### src/verilog/enc_counter_map.svh
`ifndef ENC_COUNTER_MAP_SVH
`define ENC_COUNTER_MAP_SVH
// register byte addresses
`define OFS_CTRL 4'h0
`define OFS_STAT 4'h1
`define OFS_COUNT 4'h2
`define OFS_LATCH 4'h3
`define OFS_PERIOD 4'h4
`define OFS_IRQ_STAT 4'h5
`define OFS_IRQ_MASK 4'h6
// control byte fields
`define CTRL_ARM 0
`define CTRL_SET 1
`define CTRL_ENABLE 2
`define CTRL_MODE 3
// status byte fields
`define STAT_LATCH_VALID 0
`define STAT_OVERFLOW 1
`define STAT_UNDERFLOW 2
`define STAT_IN_A 3
`define STAT_IN_B 4
`define STAT_IN_C 5
`define STAT_PERIOD_VALID 6
// event bit positions
`define EV_LATCH 0
`define EV_OVERFLOW 1
`define EV_UNDERFLOW 2
`define EV_PERIOD 3
// timing
`define CLK_PERIOD_NS 100
`define PERIOD_RES_NS 200
`define PERIOD_DIV ((`PERIOD_RES_NS + `CLK_PERIOD_NS - 1) / `CLK_PERIOD_NS)
// reset values
`define CTRL_RST 8'h04
`define IRQ_MASK_RST 4'h0
`endif

### src/verilog/enc_counter_pkg.sv
`default_nettype none
package enc_counter_pkg;
	// avalon register bus request
	typedef struct packed {
		logic [3:0] address;
		logic read;
		logic write;
		logic [31:0] writedata;
	} avm_req_t;
	// avalon answer
	typedef struct packed {
		logic [31:0] readdata;
		logic waitrequest;
	} avm_rsp_t;
	// encoder track levels
	typedef struct packed {
		logic a;
		logic b;
		logic c;
	} tracks_t;
	typedef enum logic [1:0] {
		MODE_ENCODER = 2'b01,
		MODE_PULSE = 2'b10
	} count_mode_t;
endpackage
`default_nettype wire

### src/verilog/incremental_encoder_counter.sv
// Behaviour
// - 16-bit position counter fed by quadrature decoder in encoder mode.
// - encoder mode counts every edge of both phase tracks; edges on A and B in the same sample are not counted.
// - counts rates up to one million increments per second without loss.
// - 16-bit latch captures the counter on an index pulse.
// - armed capture stores the count at next index and flags valid; the code captures in encoder mode only.
// - read, set and enable commands; set loads the supplied count.
// - period between rising edges of track A, 200 ns per count.
// - two modes, selected by configuration; encoder mode by default.
// - pulse mode counts each rising edge of track A.
// - pulse mode: B low counts up, B high counts down.
// - pulse mode: C low enables counting, C high freezes.
// - status reports counter overflow and underflow.
// - live levels of A, B and C appear in the status data.
// - process image is always six bytes each way.
// - control or status byte at lowest offset, then two 16-bit words.
// - first word is the counter, second is the read-only latch.
// - one indicator output per track, high while input is high.
`timescale 1ns/1ps
`default_nettype none
`include "enc_counter_map.svh"
module incremental_encoder_counter (
	// clock and reset
	input wire logic clk,
	input wire logic srst,
	// register bus
	input wire enc_counter_pkg::avm_req_t avm_req,
	output enc_counter_pkg::avm_rsp_t avm_rsp,
	// encoder tracks
	input wire enc_counter_pkg::tracks_t tracks,
	// indicators and interrupt
	output enc_counter_pkg::tracks_t led,
	output logic irq
);
	import enc_counter_pkg::*;

	// ****************************************
	// input edges
	// ****************************************
	tracks_t prev_r;
	// inputs are synchronous, one stage of history is enough for edges
	always_ff @(posedge clk) begin
		if (srst) begin
			prev_r <= '0;
		end else begin
			prev_r <= tracks;
		end
	end
	wire a_rise = tracks.a & ~prev_r.a;
	wire a_chg = tracks.a ^ prev_r.a;
	wire b_chg = tracks.b ^ prev_r.b;
	wire c_rise = tracks.c & ~prev_r.c;

	// ****************************************
	// control byte
	// ****************************************
	logic [7:0] ctrl_r;
	logic [3:0] irq_stat_r;
	logic [3:0] irq_mask_r;
	logic arm_r;
	logic latch_valid_r;
	logic ovf_r;
	logic unf_r;
	logic period_valid_r;
	logic [15:0] count_r;
	logic [15:0] latch_r;
	logic [15:0] period_r;
	logic [15:0] period_cnt_r;
	logic [1:0] div_r;
	logic seen_a_r;
	logic waited_r;

	// bus decode
	wire acc = (avm_req.read | avm_req.write) & ~waited_r;
	// writes land at the edge where the master sees waitrequest low
	wire wr = avm_req.write & waited_r;
	wire wr_ctrl = wr & (avm_req.address == `OFS_CTRL);
	wire wr_count = wr & (avm_req.address == `OFS_COUNT);
	wire wr_istat = wr & (avm_req.address == `OFS_IRQ_STAT);
	wire wr_imask = wr & (avm_req.address == `OFS_IRQ_MASK);
	wire rd_stat = avm_req.read & ~waited_r & (avm_req.address == `OFS_STAT);
	wire count_mode_t mode = ctrl_r[`CTRL_MODE] ? MODE_PULSE : MODE_ENCODER;
	wire enabled = ctrl_r[`CTRL_ENABLE];

	always_ff @(posedge clk) begin
		if (srst) begin
			ctrl_r <= `CTRL_RST;
		end else if (wr_ctrl) begin
			ctrl_r <= avm_req.writedata[7:0];
		end
	end

	// ****************************************
	// decoder and counter
	// ****************************************
	// fourfold: every edge on A or B, one step per sample
	// direction: A leads B gives up
	wire enc_step = (mode == MODE_ENCODER) & (a_chg ^ b_chg);
	wire enc_up = a_chg ? (tracks.a ^ tracks.b) : ~(tracks.a ^ tracks.b);
	wire pls_step = (mode == MODE_PULSE) & a_rise & ~tracks.c;
	wire pls_up = ~tracks.b;
	wire step = enabled & (enc_step | pls_step);
	wire up = (mode == MODE_ENCODER) ? enc_up : pls_up;
	// a set in the same cycle overrides the step, so no wrap is reported
	wire ovf_ev = step & ~wr_count & up & (count_r == 16'hFFFF);
	wire unf_ev = step & ~wr_count & ~up & (count_r == 16'h0000);
	// one step per 100 ns clock covers 1 M increments per second
	wire [15:0] count_nxt = up ? count_r + 16'h0001 : count_r - 16'h0001;

	// set command loads the written count word
	always_ff @(posedge clk) begin
		if (srst) begin
			count_r <= 16'h0000;
		end else if (wr_count) begin
			count_r <= avm_req.writedata[15:0];
		end else if (step) begin
			count_r <= count_nxt;
		end
	end

	// ****************************************
	// index latch
	// ****************************************
	// capture armed by a one in the arm bit
	wire arm_set = wr_ctrl & avm_req.writedata[`CTRL_ARM];
	wire capture = arm_r & c_rise & (mode == MODE_ENCODER);
	always_ff @(posedge clk) begin
		if (srst) begin
			arm_r <= 1'b0;
			latch_r <= 16'h0000;
			latch_valid_r <= 1'b0;
		end else begin
			if (capture) begin
				latch_r <= count_r;
			end
			arm_r <= arm_set | (arm_r & ~capture);
			// valid flag: capture wins over new arm clearing it
			latch_valid_r <= capture | (latch_valid_r & ~arm_set);
		end
	end

	// ****************************************
	// period measurement
	// ****************************************
	// counts 200 ns ticks between rising edges of A, any mode
	wire tick = (div_r == 2'(`PERIOD_DIV - 1));
	always_ff @(posedge clk) begin
		if (srst) begin
			div_r <= 2'h0;
			period_cnt_r <= 16'h0000;
			period_r <= 16'h0000;
			seen_a_r <= 1'b0;
			period_valid_r <= 1'b0;
		end else if (a_rise) begin
			// first tick one clock later, so a whole span of ticks fits before the next rise
			div_r <= 2'(`PERIOD_DIV - 1);
			period_cnt_r <= 16'h0000;
			seen_a_r <= 1'b1;
			if (seen_a_r) begin
				period_r <= period_cnt_r;
				period_valid_r <= 1'b1;
			end
		end else begin
			div_r <= tick ? 2'h0 : div_r + 2'h1;
			// saturate rather than wrap, slow signals read as full scale
			if (tick && period_cnt_r != 16'hFFFF) begin
				period_cnt_r <= period_cnt_r + 16'h0001;
			end
		end
	end

	// ****************************************
	// status flags
	// ****************************************
	// sticky overflow and underflow, cleared by reading status
	always_ff @(posedge clk) begin
		if (srst) begin
			ovf_r <= 1'b0;
			unf_r <= 1'b0;
		end else begin
			ovf_r <= ovf_ev | (ovf_r & ~rd_stat);
			unf_r <= unf_ev | (unf_r & ~rd_stat);
		end
	end

	// ****************************************
	// interrupts
	// ****************************************
	wire period_ev = a_rise & seen_a_r;
	wire [3:0] ev = {period_ev, unf_ev, ovf_ev, capture};
	wire [3:0] istat_nxt = ev | (irq_stat_r & ~(wr_istat ? avm_req.writedata[3:0] : 4'h0));
	always_ff @(posedge clk) begin
		if (srst) begin
			irq_stat_r <= 4'h0;
			irq_mask_r <= `IRQ_MASK_RST;
			irq <= 1'b0;
		end else begin
			irq_stat_r <= istat_nxt;
			if (wr_imask) begin
				irq_mask_r <= avm_req.writedata[3:0];
			end
			irq <= |(istat_nxt & (wr_imask ? avm_req.writedata[3:0] : irq_mask_r));
		end
	end

	// ****************************************
	// read mux and bus answer
	// ****************************************
	// live track levels in status byte
	wire [7:0] stat_byte = {1'b0, period_valid_r, tracks.c, tracks.b, tracks.a,
		unf_r, ovf_r, latch_valid_r};
	// control byte at offset zero, status byte at one, then words
	// count word then read-only latch word
	logic [31:0] rd_data;
	always_comb begin
		rd_data = 32'h0000_0000;
		case (avm_req.address)
			`OFS_CTRL: rd_data = {24'h000000, ctrl_r};
			`OFS_STAT: rd_data = {24'h000000, stat_byte};
			`OFS_COUNT: rd_data = {16'h0000, count_r};
			`OFS_LATCH: rd_data = {16'h0000, latch_r};
			`OFS_PERIOD: rd_data = {16'h0000, period_r};
			`OFS_IRQ_STAT: rd_data = {28'h0000000, irq_stat_r};
			`OFS_IRQ_MASK: rd_data = {28'h0000000, irq_mask_r};
			default: rd_data = 32'h0000_0000;
		endcase
	end

	// one wait cycle: waitrequest low the cycle after the request
	always_ff @(posedge clk) begin
		if (srst) begin
			waited_r <= 1'b0;
			avm_rsp.waitrequest <= 1'b1;
			avm_rsp.readdata <= 32'h0000_0000;
		end else begin
			waited_r <= acc;
			// registered so the answer comes straight from a flop
			avm_rsp.waitrequest <= ~acc;
			if (acc) begin
				avm_rsp.readdata <= rd_data;
			end
		end
	end

	// ****************************************
	// indicators
	// ****************************************
	// indicator follows each track input
	always_ff @(posedge clk) begin
		if (srst) begin
			led <= '0;
		end else begin
			led <= tracks;
		end
	end
endmodule
`default_nettype wire
### config.mk
export PLATFORM = sky130hd
export DESIGN_NAME = incremental_encoder_counter
export DESIGN_NICKNAME = d
export VERILOG_FILES = /design/src/verilog/enc_counter_pkg.sv /design/src/verilog/incremental_encoder_counter.sv
export VERILOG_INCLUDE_DIRS = /design/src /design/src/verilog
export SDC_FILE = /design/constraint.sdc
export NUM_CORES = 1
export LEC_CHECK = 0
export ABC_AREA = 1
export BUFFER_PORTS_ARGS = -buffer_cell sky130_fd_sc_hd__buf_2
export CAP_MARGIN = 20
export CORE_MARGIN = 5
export CORE_UTILIZATION = 25
export CTS_CLUSTER_DIAMETER = 100
export DETAILED_ROUTE_END_ITERATION = 12
export HOLD_SLACK_MARGIN = 0.05
export PLACE_DENSITY = 0.45
export SYNTH_ARGS = -nofsm -noshare
export SYNTH_HDL_FRONTEND = slang
export SYNTH_SLANG_ARGS = --single-unit
### constraint.sdc
create_clock -name clk -period 2.3 [get_ports clk]
set_input_delay 0 -clock clk [delete_from_list [all_inputs] [get_ports clk]]
set_output_delay 0 -clock clk [all_outputs]
set_load 0.02 [all_outputs]
==> results of run 1 <==
## cell families (layout without fill, tap and decap cells)
family | count (synthesis) | count (layout) | synth area share, %
DFF | 110 | 110 | 38.6
AOI/OAI and AO/OA | 202 | 202 | 19.7
xor gates and xnor gates | 4 | 4 | 0.876
and+or+nand+nor | 350 | 350 | 28.1
other | 1 | 16 | 0.0657
adders and majority gates | 4 | 4 | 0.876
buffers and inverters | 157 | 225 | 11.9
## synth_stat cells (2+ instances only)
master	number	area share [%]
inv_2	7	0.46
o41ai_1	3	0.46
xor2_1	3	0.46
dfxtp_1	110	39
inv_1	103	6.8
a31oi_1	7	0.77
ha_1	4	0.88
o221ai_1	2	0.31
o22ai_1	9	0.99
nor4_1	4	0.44
buf_4	18	2.4
o21ai_1	2	0.18
clkinv_1	2	0.13
o21ai_0	84	7.4
buf_2	3	0.26
nand2_1	146	9.6
nor2_4	2	0.39
nand2_2	10	1.1
nor3_1	11	0.96
nor2_1	78	5.1
a221oi_1	9	1.4
nand3_1	68	6.0
nor2_2	6	0.66
a211oi_1	4	0.53
clkbuf_1	22	1.4
nand3b_1	2	0.26
nand2_4	8	1.6
a21oi_1	73	6.4
and3_1	2	0.22
nand4_1	9	0.99
## area by class of cell
| type | count | area share [%] |
|---|---|---|
| repair buffers | 97 | 9.91 |
| clock buffers | 11 | 3.59 |
| flip-flops and latches | 110 | 31.4 |
| clock inverters | 5 | 1.07 |
| inverters | 112 | 5.98 |
| multi-input cells | 576 | 43.0 |
| well taps | 285 | 5.07 |
## where the power goes
group	leakage [nW]	switching [mW]	internal [mW]
clock network	0.161	0.811	0.930
logic	1.89	0.816	0.471
registers	0.894	0.119	1.99
## metrics by stage
stage	utilization [%]	hold slack, ps	TNS, ps
after CTS	30.5	84.3	0
after detailed placement	28.1	291	0
after global placement	28.1	296	0
after floorplan	-	83.9	0
after global routing	31.2	111	-46.5
final	31.2	84.3	0
## repair_timing
action / CTS / global route
hold buffers: 21 / 0
setup endpoints to repair: 0 / 13
resized for setup: 0 / 36
endpoints found under the hold margin: 40 / 0
setup buffers: 0 / 2
## sequential cells by signal, summed over array words and instances, names as in the netlist, 2 cells and up
| register | cells |
|---|---|
| avm_rsp | 17 |
| count_r | 16 |
| ctrl_r | 8 |
| div_r | 2 |
| irq_mask_r | 4 |
| irq_stat_r | 4 |
| latch_r | 16 |
| led | 3 |
| period_cnt_r | 16 |
| period_r | 16 |
## worst register-to-register path, stage by stage (launching register included)
cell,delay (ps)
dfxtp_4,350
inv_2,40
ha_4,270
inv_2,40
nand2_4,70
nand3_4,70
nand2_4,100
nand2_8,80
buf_12,160
buf_4,140
nand2_1,60
nand2_2,70
nor2_2,90
nand2_1,60
nor2_1,80
nand2_1,90
nand3_1,80
nand3_1,100
a21oi_2,120
## path summary, 6_finish.rpt
| check | cells after the start | end | slack (ps) | from |
|---|---|---|---|---|
| worst max register to register | 18 | count_r[15] | 160 | led[2] |
| worst min register to register | 2 | ctrl_r[7] | 460 | ctrl_r[7] |
| worst min-delay path | 2 | div_r[0] | 80 | srst |
| worst max-delay path | 18 | count_r[15] | 160 | led[2] |
## layer usage
layer	global-route usage [%]	vias to the layer above	part of all wire (%)
met5	0	-	0
met4	2.40	0	0.69
met3	2.73	14	3.1
met2	22.9	60	47
met1	18.7	2485	49
li1	-	2881	-
## cell usage in the layout (no fill, tap or decap), types with 2 or more instances in the layout
| cell type | count |
|---|---|
| nand2_1 | 133 |
| dfxtp_1 | 109 |
| inv_1 | 98 |
| o21ai_0 | 84 |
| nor2_1 | 74 |
| a21oi_1 | 71 |
| nand3_1 | 65 |
| buf_2 | 47 |
| buf_4 | 26 |
| dlygate4sd3_1 | 21 |
| nand2_2 | 20 |
| conb_1 | 16 |
| inv_2 | 12 |
| nand2_4 | 10 |
| nor3_1 | 10 |
| clkbuf_16 | 10 |
| a221oi_1 | 9 |
| o22ai_1 | 9 |
| nand4_1 | 9 |
| nor2_2 | 7 |
| a31oi_1 | 7 |
| nor2_4 | 5 |
| a211oi_1 | 4 |
| nor4_1 | 4 |
| nand3_2 | 3 |
| o41ai_1 | 3 |
| a21oi_2 | 3 |
| o21ai_1 | 2 |
| clkinv_1 | 2 |
| o221ai_1 | 2 |
| xor2_1 | 2 |
| and3_1 | 2 |
| nand3b_1 | 2 |
| ha_1 | 2 |
| clkbuf_8 | 2 |
==> impl_metrics.yaml, run 1 <==
pwr:
  p_total_mw: 5.14
  power.density_nw_per_um2: 731
  p_leak_nw: 2.94
  ir_worst_vdd_uv: 298
grt:
  grt.total_usage_pct: 13.7
  antenna_found_initial: 0
  grt_max_degree: 33
  overflow: 0
  grt_pass1_wl_um: 28400
  first_global_vias: 5285
timing:
  worst_pin_slew_ps: 791
  finalCritPeriodShare_pct: 93.2
  max_clock_freq_ghz: 0.467
  layout_setup_ws_ps: 157
  hold_viol: 0
  setup_violations: 0
  slew_headroom_pct: 45.9
  skew_ps: 9.83
  final_max_slew_viol_count: 0
  post-route-min-period_ps: 2140
worst_setup_path:
  crit_fanout: 11
  worstSetupStartpointType: "flop"
  cp_top_family: "simple AND/OR/NAND/NOR gates"
  critPathKind: "flop to flop"
  cp_slowest_cell: "dfxtp_4"
  path_cells: "inv_2 > ha_4 > inv_2 > nand2_4 > nand3_4 > nand2_4 > nand2_8 > buf_12 > buf_4 > nand2_1 > nand2_2 > nor2_2 > nand2_1 > nor2_1 > nand2_1 > nand3_1 > nand3_1 > a21oi_2"
  worstPathArrival_ps: 2430
  crit_top_cell: "nand2_1"
  cp_num_buf_inv: 4
  endpoint_kind: "flop"
  crit_path_max_incr_delay_ps: 350
  crit_required_ps: 2590
yosys:
  syn-instance-count: 828
  avgSynthCellArea_um2: 6.90
  synthArstFlopShare_pct: 0
  syn-cell-area_um2: 5710
  yosys_register_bits: 110
  synth_ff_type: "dfxtp_1"
  ys_types: 47
  synth_edf_count: 0
  yosysSeqAreaShare_pct: 38.6
  ys_warn_count: 0
cts:
  numCtsBuffers: 9
  tritoncts: "built"
  root_buffer: "clkbuf_16"
  clkSlewWorstSetupHoldPaths_ps: 80
  clock_latency_ps: 370
  cts_sinks: 110
  cts.htree.levels: 3
  cts_max_path_buffers: 2
detailed_routing:
  remaining_drc_errors: 0
  routed_wirelength_um: 17900
  dr.first_iter.drc_count: 250
  drtPass1Iterations: 4
  post_drt_wl_per_cell_um: 14.9
  num_vias: 5440
  ant_nets: 0
  vias_per_cell: 4.55
floorplan:
  dieArea_um2: 26000
  core_area_um2: 22600
  die_w_um: 161
  ios: 80
  core.rowCount: 55
  dieHeight_um: 161
  initial_core_util_pct: 25.3
cells_and_area:
  seq_area_um2: 2210
  area_delta_synth_final_pct: 23.2
  antenna_cells: 0
  stdcell_area_um2: 7040
  fin_cells: 1196
  multi_input_area_um2: 3030
  fill_cells: 2509
  nNetsFinal: 953
  drive_above_1_share_pct: 17.6
flow_run:
  max_cap_viol_count: 0
run_status:
  status: "finished, final reports clean"
hold_path:
  hp-class: "input pin to flop"
placement:
  place_congestion: 0.786
  dp_slack_ps: 43.0
  placed_cells: 1156
  hpwlAfterDp_um: 13700
  placed_cell_area_um2: 6340
  port-buffer-count: 47
No activity file was read; power rests on OpenSTA's default activity.
==> inputs of run 2 (changes only) <==
--- a/config.mk
+++ b/config.mk
@@ -9,6 +9,7 @@
 export ABC_AREA = 1
 export BUFFER_PORTS_ARGS = -buffer_cell sky130_fd_sc_hd__buf_2
 export CAP_MARGIN = 20
+export CORE_ASPECT_RATIO = 1.5
 export CORE_MARGIN = 5
 export CORE_UTILIZATION = 25
 export CTS_CLUSTER_DIAMETER = 100
==> run 2 against run 1 <==
- clock skew increased by 6.1 ps
- worst setup slack worse by 33 ps
- sequential power hardly changed
- routed wire length rose by 4.4%
- critical path depth down 1
- hold slack got worse by 13 ps
- via count rose by 1.6%
==> impl_metrics.yaml, run 2 (synthesis results as in run 1) <==
cts:
  cts.htree.levels: 3
  tritoncts: "built"
  numCtsBuffers: 9
  clkSlewWorstSetupHoldPaths_ps: 80
  clock_latency_ps: 370
  cts_max_path_buffers: 2
  root_buffer: "clkbuf_16"
  cts_sinks: 110
worst_setup_path:
  crit_fanout: 4
  r2r_slack_ps: 120
  crit_required_ps: 2610
  cp_slowest_cell: "dlygate4sd3_1"
  worstPathArrival_ps: 2480
  endpoint_kind: "flop"
  worstSetupStartpointType: "input pin"
  crit_path_max_incr_delay_ps: 530
  path_cells: "dlygate4sd3_1 > buf_2 > ha_4 > nand2_2 > nand3_4 > nand2_4 > nand2_8 > xor2_1 > ha_2 > inv_2 > nand2_4 > nand3_2 > nand2_2 > nand3b_1 > nand3_1 > nand3_2 > a21oi_2"
  critPathKind: "input pin to flop"
  rr_worst_depth: 16
grt:
  grt.total_usage_pct: 14.2
  grt_max_degree: 42
  overflow: 0
  antenna_found_initial: 0
  busiest_layer: "met2"
  first_global_vias: 5442
  grtUsageMet2_pct: 26.7
  met1_usage_pct: 16.0
  grt_pass1_wl_um: 29100
  grtUsageMet3_pct: 2.11
timing:
  hold_ws_ps: 71.3
  max_clock_freq_ghz: 0.460
  slew_headroom_pct: 60.4
  finalCritPeriodShare_pct: 94.6
  hold_viol: 0
  post-route-min-period_ps: 2180
  layout_setup_ws_ps: 124
  final_max_slew_viol_count: 0
  skew_ps: 16.0
  timing.setup.tns_ps: 0
  worst_pin_slew_ps: 594
  setup_violations: 0
cells_and_area:
  seq_area_um2: 2210
  area_delta_synth_final_pct: 23.4
  stdcell_area_um2: 7050
  largest-register: "avm_rsp"
  largest_register_ffs: 17
  utilization_pct: 31.4
  fill_cells: 2454
  antenna_cells: 0
  multi_input_area_um2: 3000
  fin_cells: 1190
  drive_above_1_share_pct: 17.0
  final_cell_mix: "nand2_1, dfxtp_1, inv_1"
  nNetsFinal: 957
  mostFrequentLayoutCell: "nand2_1"
detailed_routing:
  dr.first_iter.drc_count: 263
  ant_nets: 0
  num_vias: 5525
  remaining_drc_errors: 0
  vias_per_cell: 4.64
  drtPass1Iterations: 4
  post_drt_wl_per_cell_um: 15.7
  routed_wirelength_um: 18600
floorplan:
  die_w_um: 133
  initial_core_util_pct: 25.4
  dieArea_um2: 26000
  core.rowCount: 67
  core_area_um2: 22500
  dieHeight_um: 195
  ios: 80
run_status:
  status: "finished, final reports clean"
placement:
  port-buffer-count: 47
  placed_cell_area_um2: 6350
  dp_slack_ps: 44.4
  hpwlAfterDp_um: 14200
  place_congestion: 0.826
  placed_cells: 1147
pwr:
  ir_worst_vdd_uv: 335
  p_leak_nw: 2.96
  p_total_mw: 5.06
  power.density_nw_per_um2: 717
flow_run:
  max_cap_viol_count: 0
hold_path:
  hold_depth: 4
  hp-class: "input pin to flop"
run 2: cell count changes in the layout (fill, tap and decap cells not counted), moves of 2 or more:
cell / previous run / this run
nand2_2: 20 / 16
clkbuf_8: 2 / 0
buf_12: 1 / 3
nor2_1: 74 / 76
nand2_1: 133 / 136
run 2: metal layers:
| metal | wire, um | part of all wire [%] | vias up |
|---|---|---|---|
| met3 | 412 | 2.2 | 21 |
| met2 | 10000 | 54 | 71 |
| met5 | 0 | 0 | - |
| met1 | 7780 | 42 | 2545 |
| li1 | - | - | 2888 |
| met4 | 408 | 2.2 | 0 |
run 2: cell type report:
cell class | instances | share of cell area, %
Multi-Input combinational cell | 576 | 42.6
Tap cell | 276 | 4.90
Clock inverter | 6 | 1.01
Timing Repair Buffer | 101 | 11.0
Clock buffer | 9 | 3.20
Inverter | 112 | 6.00
Sequential cell | 110 | 31.3
run 2: repair_timing:
item / CTS / global route
setup endpoints to repair: 0 / 11
hold buffers: 22 / 0
setup buffers: 0 / 4
resized for setup: 0 / 30
endpoints found under the hold margin: 41 / 0
run 2: final timing paths:
check / start / to
max: tracks[2] / count_r[12]
min: avm_req[37] / avm_rsp[2]
max reg2reg: led[2] / count_r[12]
min reg2reg: period_r[5] / period_r[5]
run 2: power by group:
group	switching, mW	leakage [nW]	internal [mW]
combinational	0.834	1.92	0.482
clock	0.784	0.144	0.852
sequential	0.109	0.894	1.99
run 2: worst max-delay path: cells and delay by family:
kind	cells	cell delay, ps
buffers and inverters	3	760
AOI/OAI and AO/OA	1	120
xor gates and xnor gates	1	160
adders and majority gates	2	490
and+or+nand+nor	10	950
